`config.mk`:
```
export PLATFORM = sky130hd
export DESIGN_NAME = rss_top
export DESIGN_NICKNAME = d
export VERILOG_FILES = /design/src/core/rss_pkg.sv /design/src/core/rss_top.sv /design/src/core/rss_slip_ctl.sv /design/src/core/rss_sync_stat.sv
export VERILOG_INCLUDE_DIRS = /design/src /design/src/core
export SDC_FILE = /design/constraint.sdc
export NUM_CORES = 1
export LEC_CHECK = 0
export ABC_AREA = 1
export ABC_CLOCK_PERIOD_IN_PS = 1250
export BUFFER_PORTS_ARGS = -buffer_cell sky130_fd_sc_hd__buf_4
export CAP_MARGIN = 20
export CELL_PAD_IN_SITES_DETAIL_PLACEMENT = 0
export CELL_PAD_IN_SITES_GLOBAL_PLACEMENT = 2
export CORE_MARGIN = 4
export CORE_UTILIZATION = 22
export CTS_BUF_LIST = sky130_fd_sc_hd__clkbuf_8
export CTS_CLUSTER_SIZE = 30
export DETAILED_ROUTE_END_ITERATION = 6
export PLACE_DENSITY = 0.79
export SLEW_MARGIN = 0
export SYNTH_ARGS = -nofsm -noshare
export SYNTH_HDL_FRONTEND = slang
export SYNTH_HIERARCHICAL = 1
export SYNTH_SLANG_ARGS = --single-unit
```
`constraint.sdc`:
```
create_clock -name clk_sys_i -period 1.25 [get_ports clk_sys_i]
set_input_delay 0.375 -clock clk_sys_i [delete_from_list [all_inputs] [get_ports clk_sys_i]]
set_output_delay 0.375 -clock clk_sys_i [all_outputs]
set_load 0.02 [all_outputs]
```
`src/core/rss_map.svh`:
```
`ifndef RSS_MAP_SVH
`define RSS_MAP_SVH

// Register offsets (byte-free index space of the register port)
`define RSS_STATUS_OFFS 16'h0b08
`define RSS_ENABLE_OFFS 16'h0b09

// Status field positions
`define RSS_BIT_ANY_SLIP 0
`define RSS_BIT_UNDERFLOW 1
`define RSS_BIT_OVERFLOW 2
`define RSS_BIT_MF_LOCK 3
`define RSS_BIT_SF_SYNC 4

// Reset values and the enable write mask
`define RSS_STATUS_RST 8'h00
`define RSS_ENABLE_RST 8'h00
`define RSS_ENABLE_WMASK 8'h07

`endif

```
`src/core/rss_pkg.sv`:
```
package rss_pkg;
	typedef struct packed {
		logic [15:0] addr;
		logic [7:0] wdata;
		logic wr;
		logic rd;
	} rss_bus_req_t;

	typedef struct packed {
		logic wr_full;
		logic rd_empty;
	} rss_buf_evt_t;

	typedef struct packed {
		logic sf_sync;
		logic mf_lock;
	} rss_lock_t;

	typedef enum logic [1:0] {
		RSS_IDLE = 2'b00,
		RSS_DROP = 2'b01,
		RSS_REPLAY = 2'b10
	} rss_slip_st_t;
endpackage

```
`src/core/rss_top.sv`:
```
// Chosen here: the address-and-strobe port.
`timescale 1ns/100ps
`include "rss_map.svh"
module rss_top (
	input wire logic clk_sys_i,
	input wire logic rstn_i,
	input wire rss_pkg::rss_bus_req_t bus_i,
	input wire rss_pkg::rss_buf_evt_t buf_evt_i,
	input wire rss_pkg::rss_lock_t lock_i,
	output logic [7:0] rdata_o,
	output logic drop_frame_o,
	output logic replay_frame_o,
	output logic irq_o
);
	import rss_pkg::*;

	//----------------------------------------
	// Slip detection and lock sampling
	//----------------------------------------
	logic ovf_pulse, unf_pulse;
	rss_lock_t lock_q;

	rss_slip_ctl u_slip (
		.clk_sys_i(clk_sys_i),
		.rstn_i(rstn_i),
		.evt_i(buf_evt_i),
		.drop_frame_o(drop_frame_o),
		.replay_frame_o(replay_frame_o),
		.ovf_pulse_o(ovf_pulse),
		.unf_pulse_o(unf_pulse)
	);

	rss_sync_stat u_sync (
		.clk_sys_i(clk_sys_i),
		.rstn_i(rstn_i),
		.lock_i(lock_i),
		.lock_o(lock_q)
	);

	//----------------------------------------
	// Register file
	//----------------------------------------
	logic [2:0] stat_reg, stat_next;
	logic [7:0] enable_reg, enable_next;
	logic [7:0] rdata_reg, rdata_next;
	logic irq_reg, irq_next;
	logic [2:0] set_vec;
	logic stat_rd;
	logic en_rd;
	logic en_wr;

	// Exact match: the port has no byte lanes and no mirrored addresses
	function automatic logic hit(input logic [15:0] a, input logic [15:0] offs);
		hit = (a == offs);
	endfunction

	// Places the slip pulses on their status positions
	function automatic logic [2:0] slip_bits(input logic ovf, input logic unf);
		slip_bits = 3'h0;
		slip_bits[`RSS_BIT_OVERFLOW] = ovf;
		slip_bits[`RSS_BIT_UNDERFLOW] = unf;
		slip_bits[`RSS_BIT_ANY_SLIP] = ovf | unf;
	endfunction

	//----------------------------------------
	// Address decode
	//----------------------------------------
	// A write to the status address decodes to nothing: its bits only clear by reading
	always_comb begin
		stat_rd = bus_i.rd && hit(bus_i.addr, `RSS_STATUS_OFFS);
		en_rd = bus_i.rd && hit(bus_i.addr, `RSS_ENABLE_OFFS);
		en_wr = bus_i.wr && hit(bus_i.addr, `RSS_ENABLE_OFFS);
	end

	//----------------------------------------
	// Slip status
	//----------------------------------------
	always_comb begin
		set_vec = slip_bits(ovf_pulse, unf_pulse);
		// Clear on read, but a slip landing in the read cycle survives
		stat_next = (stat_rd ? 3'h0 : stat_reg) | set_vec;
	end

	always_ff @(posedge clk_sys_i) begin
		if (!rstn_i) begin
			stat_reg <= 3'(`RSS_STATUS_RST);
		end else begin
			stat_reg <= stat_next;
		end
	end

	//----------------------------------------
	// Interrupt enables
	//----------------------------------------
	always_comb begin
		enable_next = enable_reg;
		if (en_wr) begin
			// Only the three receive enables are stored; the rest read back zero
			enable_next = bus_i.wdata & `RSS_ENABLE_WMASK;
		end
	end

	always_ff @(posedge clk_sys_i) begin
		if (!rstn_i) begin
			enable_reg <= `RSS_ENABLE_RST;
		end else begin
			enable_reg <= enable_next;
		end
	end

	//----------------------------------------
	// Read-back
	//----------------------------------------
	// Data stand for one cycle only; an idle or unmapped read returns zero
	always_comb begin
		rdata_next = 8'h00;
		if (stat_rd) begin
			rdata_next[2:0] = stat_reg;
			rdata_next[`RSS_BIT_MF_LOCK] = lock_q.mf_lock;
			rdata_next[`RSS_BIT_SF_SYNC] = lock_q.sf_sync;
		end else if (en_rd) begin
			rdata_next = enable_reg;
		end
	end

	always_ff @(posedge clk_sys_i) begin
		if (!rstn_i) begin
			rdata_reg <= 8'h00;
		end else begin
			rdata_reg <= rdata_next;
		end
	end

	//----------------------------------------
	// Interrupt line
	//----------------------------------------
	// Built from next-state values so the line moves on the edge that sets the bit
	always_comb begin
		irq_next = |(stat_next & enable_next[2:0]);
	end

	always_ff @(posedge clk_sys_i) begin
		if (!rstn_i) begin
			irq_reg <= 1'b0;
		end else begin
			irq_reg <= irq_next;
		end
	end

	//----------------------------------------
	// Outputs
	//----------------------------------------
	assign rdata_o = rdata_reg;
	assign irq_o = irq_reg;

	//----------------------------------------
	// Checks
	//----------------------------------------
	// Latching of slip events
	ovf_sets_bit_a: assert property (@(posedge clk_sys_i) disable iff (!rstn_i)
		ovf_pulse |=> stat_reg[2] && stat_reg[0])
		else $error("overflow not latched");

	unf_sets_bit_a: assert property (@(posedge clk_sys_i) disable iff (!rstn_i)
		unf_pulse |=> stat_reg[1] && stat_reg[0])
		else $error("underflow not latched");

	any_slip_a: assert property (@(posedge clk_sys_i) disable iff (!rstn_i)
		$rose(stat_reg[2] | stat_reg[1]) |-> stat_reg[0])
		else $error("combined slip missing");

	any_slip_sum_a: assert property (@(posedge clk_sys_i) disable iff (!rstn_i)
		stat_reg[0] == (stat_reg[2] || stat_reg[1]))
		else $error("combined slip out of step");

	slip_cause_a: assert property (@(posedge clk_sys_i) disable iff (!rstn_i)
		$rose(stat_reg[0]) |-> $past(ovf_pulse || unf_pulse))
		else $error("slip bit set without event");

	ovf_wins_read_a: assert property (@(posedge clk_sys_i) disable iff (!rstn_i)
		stat_rd && ovf_pulse && !unf_pulse |=> stat_reg == 3'b101)
		else $error("overflow lost to read clear");

	unf_wins_read_a: assert property (@(posedge clk_sys_i) disable iff (!rstn_i)
		stat_rd && unf_pulse && !ovf_pulse |=> stat_reg == 3'b011)
		else $error("underflow lost to read clear");

	// Hold until read, then return and clear
	read_clears_a: assert property (@(posedge clk_sys_i) disable iff (!rstn_i)
		stat_rd && !ovf_pulse && !unf_pulse |=> stat_reg == 3'h0 && rdata_o[2:0] == $past(stat_reg))
		else $error("read did not return then clear");

	read_returns_a: assert property (@(posedge clk_sys_i) disable iff (!rstn_i)
		stat_rd |=> rdata_o[2:0] == $past(stat_reg))
		else $error("read lost latched bits");

	hold_set_a: assert property (@(posedge clk_sys_i) disable iff (!rstn_i)
		stat_reg[0] && !stat_rd |=> stat_reg[0])
		else $error("slip bit dropped early");

	ovf_hold_a: assert property (@(posedge clk_sys_i) disable iff (!rstn_i)
		stat_reg[2] && !stat_rd |=> stat_reg[2])
		else $error("overflow bit dropped early");

	unf_hold_a: assert property (@(posedge clk_sys_i) disable iff (!rstn_i)
		stat_reg[1] && !stat_rd |=> stat_reg[1])
		else $error("underflow bit dropped early");

	stat_quiet_a: assert property (@(posedge clk_sys_i) disable iff (!rstn_i)
		!stat_rd && !ovf_pulse && !unf_pulse |=> $stable(stat_reg))
		else $error("status moved without cause");

	stat_wr_ignored_a: assert property (@(posedge clk_sys_i) disable iff (!rstn_i)
		bus_i.wr && hit(bus_i.addr, `RSS_STATUS_OFFS) && !ovf_pulse && !unf_pulse |=> $stable(stat_reg))
		else $error("status took a write");

	// Frame actions
	drop_only_full_a: assert property (@(posedge clk_sys_i) disable iff (!rstn_i)
		!buf_evt_i.wr_full |=> !drop_frame_o)
		else $error("frame dropped without full write");

	replay_only_empty_a: assert property (@(posedge clk_sys_i) disable iff (!rstn_i)
		!buf_evt_i.rd_empty |=> !replay_frame_o)
		else $error("frame replayed without empty read");

	// Lock levels and read data
	lock_read_a: assert property (@(posedge clk_sys_i) disable iff (!rstn_i)
		stat_rd |=> rdata_o[4:3] == $past({lock_q.sf_sync, lock_q.mf_lock}))
		else $error("lock bits wrong");

	sf_read_a: assert property (@(posedge clk_sys_i) disable iff (!rstn_i)
		stat_rd |=> rdata_o[`RSS_BIT_SF_SYNC] == $past(lock_q.sf_sync))
		else $error("sync bit wrong");

	mf_read_a: assert property (@(posedge clk_sys_i) disable iff (!rstn_i)
		stat_rd |=> rdata_o[`RSS_BIT_MF_LOCK] == $past(lock_q.mf_lock))
		else $error("multiframe lock bit wrong");

	stat_top_zero_a: assert property (@(posedge clk_sys_i) disable iff (!rstn_i)
		stat_rd |=> rdata_o[7:5] == 3'h0)
		else $error("absent status bits not zero");

	rdata_idle_a: assert property (@(posedge clk_sys_i) disable iff (!rstn_i)
		!bus_i.rd |=> rdata_o == 8'h00)
		else $error("read data outside read");

	unmapped_zero_a: assert property (@(posedge clk_sys_i) disable iff (!rstn_i)
		bus_i.rd && !stat_rd && !en_rd |=> rdata_o == 8'h00)
		else $error("unmapped read not zero");

	// Enables and the interrupt line
	en_write_a: assert property (@(posedge clk_sys_i) disable iff (!rstn_i)
		en_wr |=> enable_reg == ($past(bus_i.wdata) & `RSS_ENABLE_WMASK))
		else $error("enable write lost");

	en_hold_a: assert property (@(posedge clk_sys_i) disable iff (!rstn_i)
		!en_wr |=> $stable(enable_reg))
		else $error("enable moved without write");

	en_upper_zero_a: assert property (@(posedge clk_sys_i) disable iff (!rstn_i)
		enable_reg[7:3] == 5'h00)
		else $error("absent enable bits set");

	en_read_a: assert property (@(posedge clk_sys_i) disable iff (!rstn_i)
		en_rd |=> rdata_o == $past(enable_reg))
		else $error("enable read wrong");

	irq_level_a: assert property (@(posedge clk_sys_i) disable iff (!rstn_i)
		##1 irq_o == |(stat_reg & enable_reg[2:0]))
		else $error("interrupt mismatch");

	irq_masked_a: assert property (@(posedge clk_sys_i) disable iff (!rstn_i)
		enable_reg[2:0] == 3'h0 |-> !irq_o)
		else $error("interrupt while all masked");

	irq_pending_a: assert property (@(posedge clk_sys_i) disable iff (!rstn_i)
		(stat_reg & enable_reg[2:0]) != 3'h0 |-> irq_o)
		else $error("enabled slip without interrupt");

	ovf_raises_irq_a: assert property (@(posedge clk_sys_i) disable iff (!rstn_i)
		ovf_pulse && !en_wr && enable_reg[2] |=> irq_o)
		else $error("overflow did not interrupt");

	unf_raises_irq_a: assert property (@(posedge clk_sys_i) disable iff (!rstn_i)
		unf_pulse && !en_wr && enable_reg[1] |=> irq_o)
		else $error("underflow did not interrupt");

	irq_rise_cause_a: assert property (@(posedge clk_sys_i) disable iff (!rstn_i)
		$rose(irq_o) |-> $past(ovf_pulse || unf_pulse || en_wr))
		else $error("interrupt rose without cause");

	irq_fall_cause_a: assert property (@(posedge clk_sys_i) disable iff (!rstn_i)
		$fell(irq_o) && $past(rstn_i) |-> $past(stat_rd || en_wr))
		else $error("interrupt fell without cause");
endmodule

```
`src/core/rss_slip_ctl.sv`:
```
`timescale 1ns/100ps
// Turns buffer access collisions into slip actions and slip events, each registered one cycle after its collision and as long as it.
module rss_slip_ctl (
	input wire logic clk_sys_i,
	input wire logic rstn_i,
	input wire rss_pkg::rss_buf_evt_t evt_i,
	output logic drop_frame_o,
	output logic replay_frame_o,
	output logic ovf_pulse_o,
	output logic unf_pulse_o
);
	import rss_pkg::*;

	logic drop_reg, drop_next;
	logic replay_reg, replay_next;

	always_comb begin
		drop_next = evt_i.wr_full;
		replay_next = evt_i.rd_empty;
	end

	always_ff @(posedge clk_sys_i) begin
		if (!rstn_i) begin
			drop_reg <= 1'b0;
			replay_reg <= 1'b0;
		end else begin
			drop_reg <= drop_next;
			replay_reg <= replay_next;
		end
	end

	// Write into a full buffer discards a whole frame
	assign drop_frame_o = drop_reg;
	// Read from an empty buffer repeats a whole frame
	assign replay_frame_o = replay_reg;
	assign ovf_pulse_o = drop_reg;
	assign unf_pulse_o = replay_reg;

	drop_after_full_a: assert property (@(posedge clk_sys_i) disable iff (!rstn_i)
		evt_i.wr_full |=> drop_frame_o && ovf_pulse_o) else $error("full write did not drop frame");
	replay_after_empty_a: assert property (@(posedge clk_sys_i) disable iff (!rstn_i)
		evt_i.rd_empty |=> replay_frame_o && unf_pulse_o) else $error("empty read did not replay");
endmodule

```
`src/core/rss_sync_stat.sv`:
```
`timescale 1ns/100ps
`include "rss_map.svh"
// Registers the two framer lock levels for read-back.
module rss_sync_stat (
	input wire logic clk_sys_i,
	input wire logic rstn_i,
	input wire rss_pkg::rss_lock_t lock_i,
	output rss_pkg::rss_lock_t lock_o
);
	import rss_pkg::*;

	rss_lock_t lock_reg, lock_next;

	always_comb begin
		lock_next = lock_i;
	end

	always_ff @(posedge clk_sys_i) begin
		if (!rstn_i) begin
			lock_reg <= '0;
		end else begin
			lock_reg <= lock_next;
		end
	end

	assign lock_o = lock_reg;

	sf_follow_a: assert property (@(posedge clk_sys_i) disable iff (!rstn_i)
		1'b1 |=> lock_o.sf_sync == $past(lock_i.sf_sync)) else $error("sync bit lags");
	mf_follow_a: assert property (@(posedge clk_sys_i) disable iff (!rstn_i)
		1'b1 |=> lock_o.mf_lock == $past(lock_i.mf_lock)) else $error("lock bit lags");
endmodule

```
==> impl_metrics.py, run 1 <==
metrics = {
    "hold_path": {
        "hp-start": "buf_evt_i[1]",
        "hold_class": "input port to register",
        "whs_path_depth": 3,
        "whs_endpoint": "u_slip/drop_frame_o",
    },
    "die": {
        "die_y_um": 67.1,
        "core_area_mm2": 0.00336,
        "io_pins": 43,
        "row_count": 21,
        "die_x_um": 67.1,
        "initial_utilization_pct": 22.9,
        "die_area_mm2": 0.00451,
    },
    "yosys": {
        "synth_seq_cells": 16,
        "ys_seq_area_share_pct": 41.6,
        "syn_area_um2": 769,
        "synth_top_area_cell": "dfxtp_1",
        "ys_top_cells_by_area": "dfxtp_1 42%, nand2_1 15%, nor2_2 7.3%, inv_1 6.3%, buf_4 4.9%",
        "synth_top_area_share_pct": 41.6,
        "syn_avg_cell_area_um2": 7.26,
        "synth_cell_type_count": 18,
        "yosys_warnings": 6,
        "syn_inst": 106,
    },
    "final_layout": {
        "final_common_cell": "buf_4",
        "area_growth_pct": 44.1,
        "diodes": 0,
        "layout.nets": 173,
        "multiInputGateArea_um2": 364,
        "final_cell_mix": "34 x buf_4, 31 x nand2_1, 16 x dfxtp_1",
        "largest_reg_flops": 5,
        "drive_gt1_share_pct": 40.0,
        "nFillCells": 398,
        "area.sequential_um2": 320,
        "design_area_mm2": 0.00111,
    },
    "clock_tree": {
        "clockRootBuffer": "clkbuf_8",
        "clk_pin_slew_worst_paths_ps": 60,
        "clkSinkCount": 16,
        "htreeDepth": 1,
        "clock_path_buffers": 2,
        "clock_latency_ps": 250,
        "numCtsBuffers": 3,
        "cts_hold_buffers": 0,
        "cts_tree": "done",
    },
    "worst_setup_path": {
        "crit_slowest_cell": "dfxtp_1",
        "crit_chain": "buf_4",
        "worstPathArrival_ps": 750,
        "cp_top_family": "flip-flops",
        "criticalPathCategory": "register to output pin",
        "rr_worst_depth": 4,
        "r2r-end": "irq_o",
        "start_kind": "register",
        "slowest_delay_ps": 350,
        "end_kind": "output pin",
        "crit_buf_inv": 1,
        "cp.depth": 1,
        "required_ps": 880,
        "crit_fanout": 3,
        "rrSetupSlack_ps": 440,
        "reg2reg_from": "u_slip/replay_frame_o",
    },
    "routing": {
        "totalWireLength_mm": 1.70,
        "drc_errors": 0,
        "antenna_left": 0,
        "wl_per_cell_um": 9.12,
        "first_pass_iters": 2,
        "viasPerCell": 3.81,
        "vias": 708,
        "initialDrtViolationCount": 20,
    },
    "grt": {
        "antenna_found_initial": 0,
        "grt_max_degree": 13,
        "grt_util_all_layers_pct": 8.12,
        "grt_pass1_vias": 678,
        "grt_pass1_wl_mm": 2.78,
        "grt-ovfl-total": 0,
    },
    "timing": {
        "hold_violations": 0,
        "drv_slew": 0,
        "rsz0062_at_grt": "no",
        "fmax_mhz": 888,
        "fin_skew_ps": 1.48,
        "setup_viol": 0,
        "timing.final.crit_share_pct": 90.1,
        "post-route-min-period_ps": 1130,
        "finalSetupTns_ps": 0,
    },
    "power_and_ir_drop": {
        "power_mw": 1.13,
        "p_per_area_mw_per_mm2": 1020,
        "leakage_nw": 0.565,
        "ir_drop_mv": 0.285,
    },
    "placed_design": {
        "hpwl_mm": 1.43,
        "routabilityCongestion": 0.662,
        "postPlaceCellArea_mm2": 0.00105,
        "numPortBuffers": 34,
    },
    "outcome": {
        "status": "finished clean",
    },
    "run": {
        "maxCapViolations": 0,
    },
}
==> cells by family (layout without fill, tap and decap cells) <==
logic type | Yosys count | in the layout | synth area share (%)
AND/OR/NAND/NOR | 64 | 64 | 42.6
buffers and inverters | 21 | 53 | 12.7
flip-flops | 16 | 16 | 41.6
AO/OA/AOI/OAI | 4 | 4 | 2.60
other | 1 | 3 | 0.487
==> through the flow <==
| stage | util [%] | hold WS [ps] | std cells | worst slack (ps) |
|---|---|---|---|---|
| after floorplan | - | 392 | 108 | 111 |
| after global routing | 33.0 | 304 | 186 | 42.1 |
| final | 33.0 | 301 | 186 | 124 |
| after global placement | 31.2 | 396 | 182 | -134 |
| after detailed placement | 31.2 | 401 | 182 | -134 |
| after CTS | 32.8 | 297 | 186 | 115 |
==> Yosys cell counts <==
cell type / instances
nor4_1: 1
buf_4: 5
dfxtp_1: 16
nor2_1: 6
nand2_2: 1
o21ai_0: 1
conb_1: 1
nand2_4: 1
nand2_1: 31
nand4_1: 4
clkbuf_1: 1
nor2_2: 9
nor2_4: 3
nand3_2: 2
nand3_1: 6
a21oi_1: 3
inv_1: 13
inv_2: 2
==> final cells by class <==
type | count | share of cell area (%)
inverters | 15 | 5.08
clock buffers | 4 | 4.97
flip-flops and latches | 16 | 28.9
multi-input cells | 71 | 32.8
well taps | 46 | 5.19
repair buffers | 34 | 23.0
==> layer usage <==
layer  track usage (%)  up-vias  share of wire (%)
li1                  -      385                  -
met1              9.28      310                 40
met2              14.7       11                 56
met3              1.66        2                3.9
met4              3.04        0               0.59
met5                 0        -                  0
==> power breakdown <==
| group | leakage [nW] | internal, mW | switching [mW] | total, mW |
|---|---|---|---|---|
| Combinational | 0.406 | 0.0729 | 0.0673 | 0.140 |
| Clock | 0.0288 | 0.279 | 0.179 | 0.458 |
| Sequential | 0.131 | 0.526 | 0.00697 | 0.533 |
| Total | 0.565 | 0.878 | 0.253 | 1.13 |
==> worst max path at each step <==
stage | start | to
floorplan | bus_i[17] | irq_o
global placement | bus_i[23] | irq_o
detailed placement | bus_i[23] | irq_o
CTS | u_slip/replay_frame_o | replay_frame_o
global route | bus_i[13] | irq_o
finish | u_slip/replay_frame_o | replay_frame_o
==> repair_timing <==
action                     in CTS  in global routing
resized for setup               0                  1
setup buffers                   0                  0
setup endpoints to repair       0                  1
Note: power is estimated with default switching activity, not from simulation.
==> run 2, diff against run 1 <==
--- a/config.mk
+++ b/config.mk
@@ -18,6 +18,7 @@
 export CTS_CLUSTER_SIZE = 30
 export DETAILED_ROUTE_END_ITERATION = 6
 export PLACE_DENSITY = 0.79
+export SETUP_SLACK_MARGIN = 0.3
 export SLEW_MARGIN = 0
 export SYNTH_ARGS = -nofsm -noshare
 export SYNTH_HDL_FRONTEND = slang
==> run 2 against run 1 <==
  * Power fell by 3.6%
  * Sequential share of layout area shrank 4.4 points
  * Utilization rose by 7.1 points
  * Cell count is 2.2% higher
  * Worst setup slack improved by 55 ps
  * Register-to-register slack worse by 110 ps
  * Critical path type is now input port to register
==> impl_metrics.py, run 2 (same netlist as run 1, synthesis figures left out) <==
metrics = {
    "outcome": {
        "status": "finished clean",
    },
    "worst_setup_path": {
        "required_ps": 1380,
        "worstPathArrival_ps": 1200,
        "start_kind": "input port",
        "crit_buf_inv": 1,
        "path_common_cell": "nand2_2",
        "cp_top_family": "simple AND/OR/NAND/NOR gates",
        "crit_fanout": 4,
        "crit_slowest_cell": "nor2_4",
        "crit_chain": "buf_6 > nor2_4 > nand2_2 > nor2_4 > nand3_4 > nand2_2 > nand2_2 > nand2_2 > nand3_2",
        "criticalPathCategory": "input port to register",
        "end_kind": "register",
        "slowest_delay_ps": 170,
    },
    "final_layout": {
        "area_growth_pct": 75.0,
        "layout.nets": 178,
        "utilization_pct": 40.0,
        "largest_reg_flops": 5,
        "final_common_cell": "nand2_1",
        "final_cell_mix": "23 x nand2_1, 20 x buf_4, 18 x buf_6",
        "drive_gt1_share_pct": 59.0,
        "fin_cells": 190,
        "diodes": 0,
    },
    "clock_tree": {
        "clkSinkCount": 16,
        "cts_tree": "done",
        "clock_latency_ps": 240,
        "clockRootBuffer": "clkbuf_8",
        "cts_hold_buffers": 0,
        "clock_path_buffers": 2,
        "numCtsBuffers": 3,
        "clk_pin_slew_worst_paths_ps": 60,
        "htreeDepth": 1,
    },
    "power_and_ir_drop": {
        "pwr-share-comb_pct": 18.0,
        "ir_drop_mv": 0.556,
        "p_int_mw": 0.841,
        "sequentialPowerShare_pct": 49.1,
        "power.share.clock_pct": 33.0,
        "switchingPower_mw": 0.248,
        "netSwitchingFraction_pct": 22.8,
        "leakage_nw": 0.635,
        "p_per_area_mw_per_mm2": 809,
    },
    "timing": {
        "hold_violations": 0,
        "drv_slew": 0,
        "fin_skew_ps": 2.84,
        "fmax_mhz": 934,
        "finalSetupTns_ps": 0,
        "post-route-min-period_ps": 1070,
        "setup_slack_ps": 179,
        "setup_viol": 0,
        "timing.final.crit_share_pct": 85.7,
        "hold_slack_ps": 314,
        "rsz0062_at_grt": "yes",
    },
    "grt": {
        "grt_max_degree": 13,
        "grt_pass1_vias": 752,
        "grt_pass1_wl_mm": 3.05,
        "antenna_found_initial": 0,
        "grt_util_all_layers_pct": 8.67,
        "grt-ovfl-total": 0,
    },
    "routing": {
        "antenna_left": 0,
        "first_pass_iters": 2,
        "initialDrtViolationCount": 2,
        "viasPerCell": 3.90,
        "wl_per_cell_um": 9.35,
        "totalWireLength_mm": 1.78,
        "drc_errors": 0,
        "vias": 741,
    },
    "die": {
        "die_x_um": 67.1,
        "row_count": 21,
        "core_area_mm2": 0.00336,
        "initial_utilization_pct": 22.9,
        "io_pins": 43,
        "die_y_um": 67.1,
        "die_area_mm2": 0.00451,
    },
    "placed_design": {
        "hpwl_mm": 1.46,
        "place_inst": 182,
        "numPortBuffers": 34,
        "routabilityCongestion": 0.711,
        "dp_slack_ps": -123,
    },
    "run": {
        "maxCapViolations": 0,
    },
    "hold_path": {
        "hold_class": "input port to register",
    },
}
==> run 2: cell types whose count changed in the layout (fill, tap and decap cells not counted), moves of 2 or more <==
cell and change:
nor2_2 -6, nand3_1 -3, dfxtp_2 +8, nand2_2 +7
nand2_1 -8, nand3_2 +2, dfxtp_1 -8, nor2_4 +8
buf_4 -14, inv_1 -2, buf_6 +18, nor2_1 -2
==> run 2: worst paths after layout <==
check,slack [ps],from,depth (start not counted),to
hold reg to reg,400,u_sync/lock_o[0],2,rdata_o[3]
hold / removal,310,lock_i[1],3,u_sync/lock_o[1]
setup reg to reg,330,u_slip/replay_frame_o,5,irq_o
setup / recovery,180,bus_i[12],9,irq_o
==> run 2: power by group through the flow <==
stage | combinational [mW] | clock [mW] | sequential [mW]
floorplan | 0.0733 | 0 | 0.547
global placement | 0.153 | 0 | 0.544
detailed placement | 0.156 | 0 | 0.545
CTS | 0.181 | 0.380 | 0.534
global route | 0.213 | 0.409 | 0.535
finish | 0.196 | 0.359 | 0.534
==> run 2: final cells by class <==
| cell class | count | area, um^2 |
|---|---|---|
| Multi-Input combinational cell | 71 | 475 |
| Clock buffer | 3 | 41.3 |
| Inverter | 15 | 73.8 |
| Sequential cell | 16 | 330 |
| Fill cell | 371 | 2020 |
| Timing Repair Buffer | 39 | 368 |
| Tap cell | 46 | 57.6 |
==> run 2: per-stage QoR <==
| stage | total power, mW | area (um^2) |
|---|---|---|
| 6_report | 1.09 | 1350 |
| 4_1_cts | 1.09 | 1260 |
| 2_1_floorplan | 0.620 | 820 |
| 3_3_place_gp | 0.698 | 1090 |
| 3_5_place_dp | 0.701 | 1090 |
| 5_1_grt | 1.16 | 1350 |
==> run 2: layer usage <==
layer / routed length [um] / up-vias / track usage, %
met5: 0 / - / 0
met4: 18 / 0 / 1.52
met3: 67 / 2 / 2.66
met2: 1050 / 14 / 16.1
met1: 646 / 331 / 9.79
li1: - / 394 / -
==> run 2: what timing repair did <==
action,4_1_cts,5_1_grt
setup buffers,4,1
resized for setup,30,21
endpoints found under the setup margin,20,18
pin swaps,9,19
==> run 2: worst reg2reg max path, stage by stage (launching register included) <==
cell	delay, ps
dfxtp_2	320
buf_4	120
o21ai_0	140
nand2_1	100
nand2_2	70
nand3_2	50
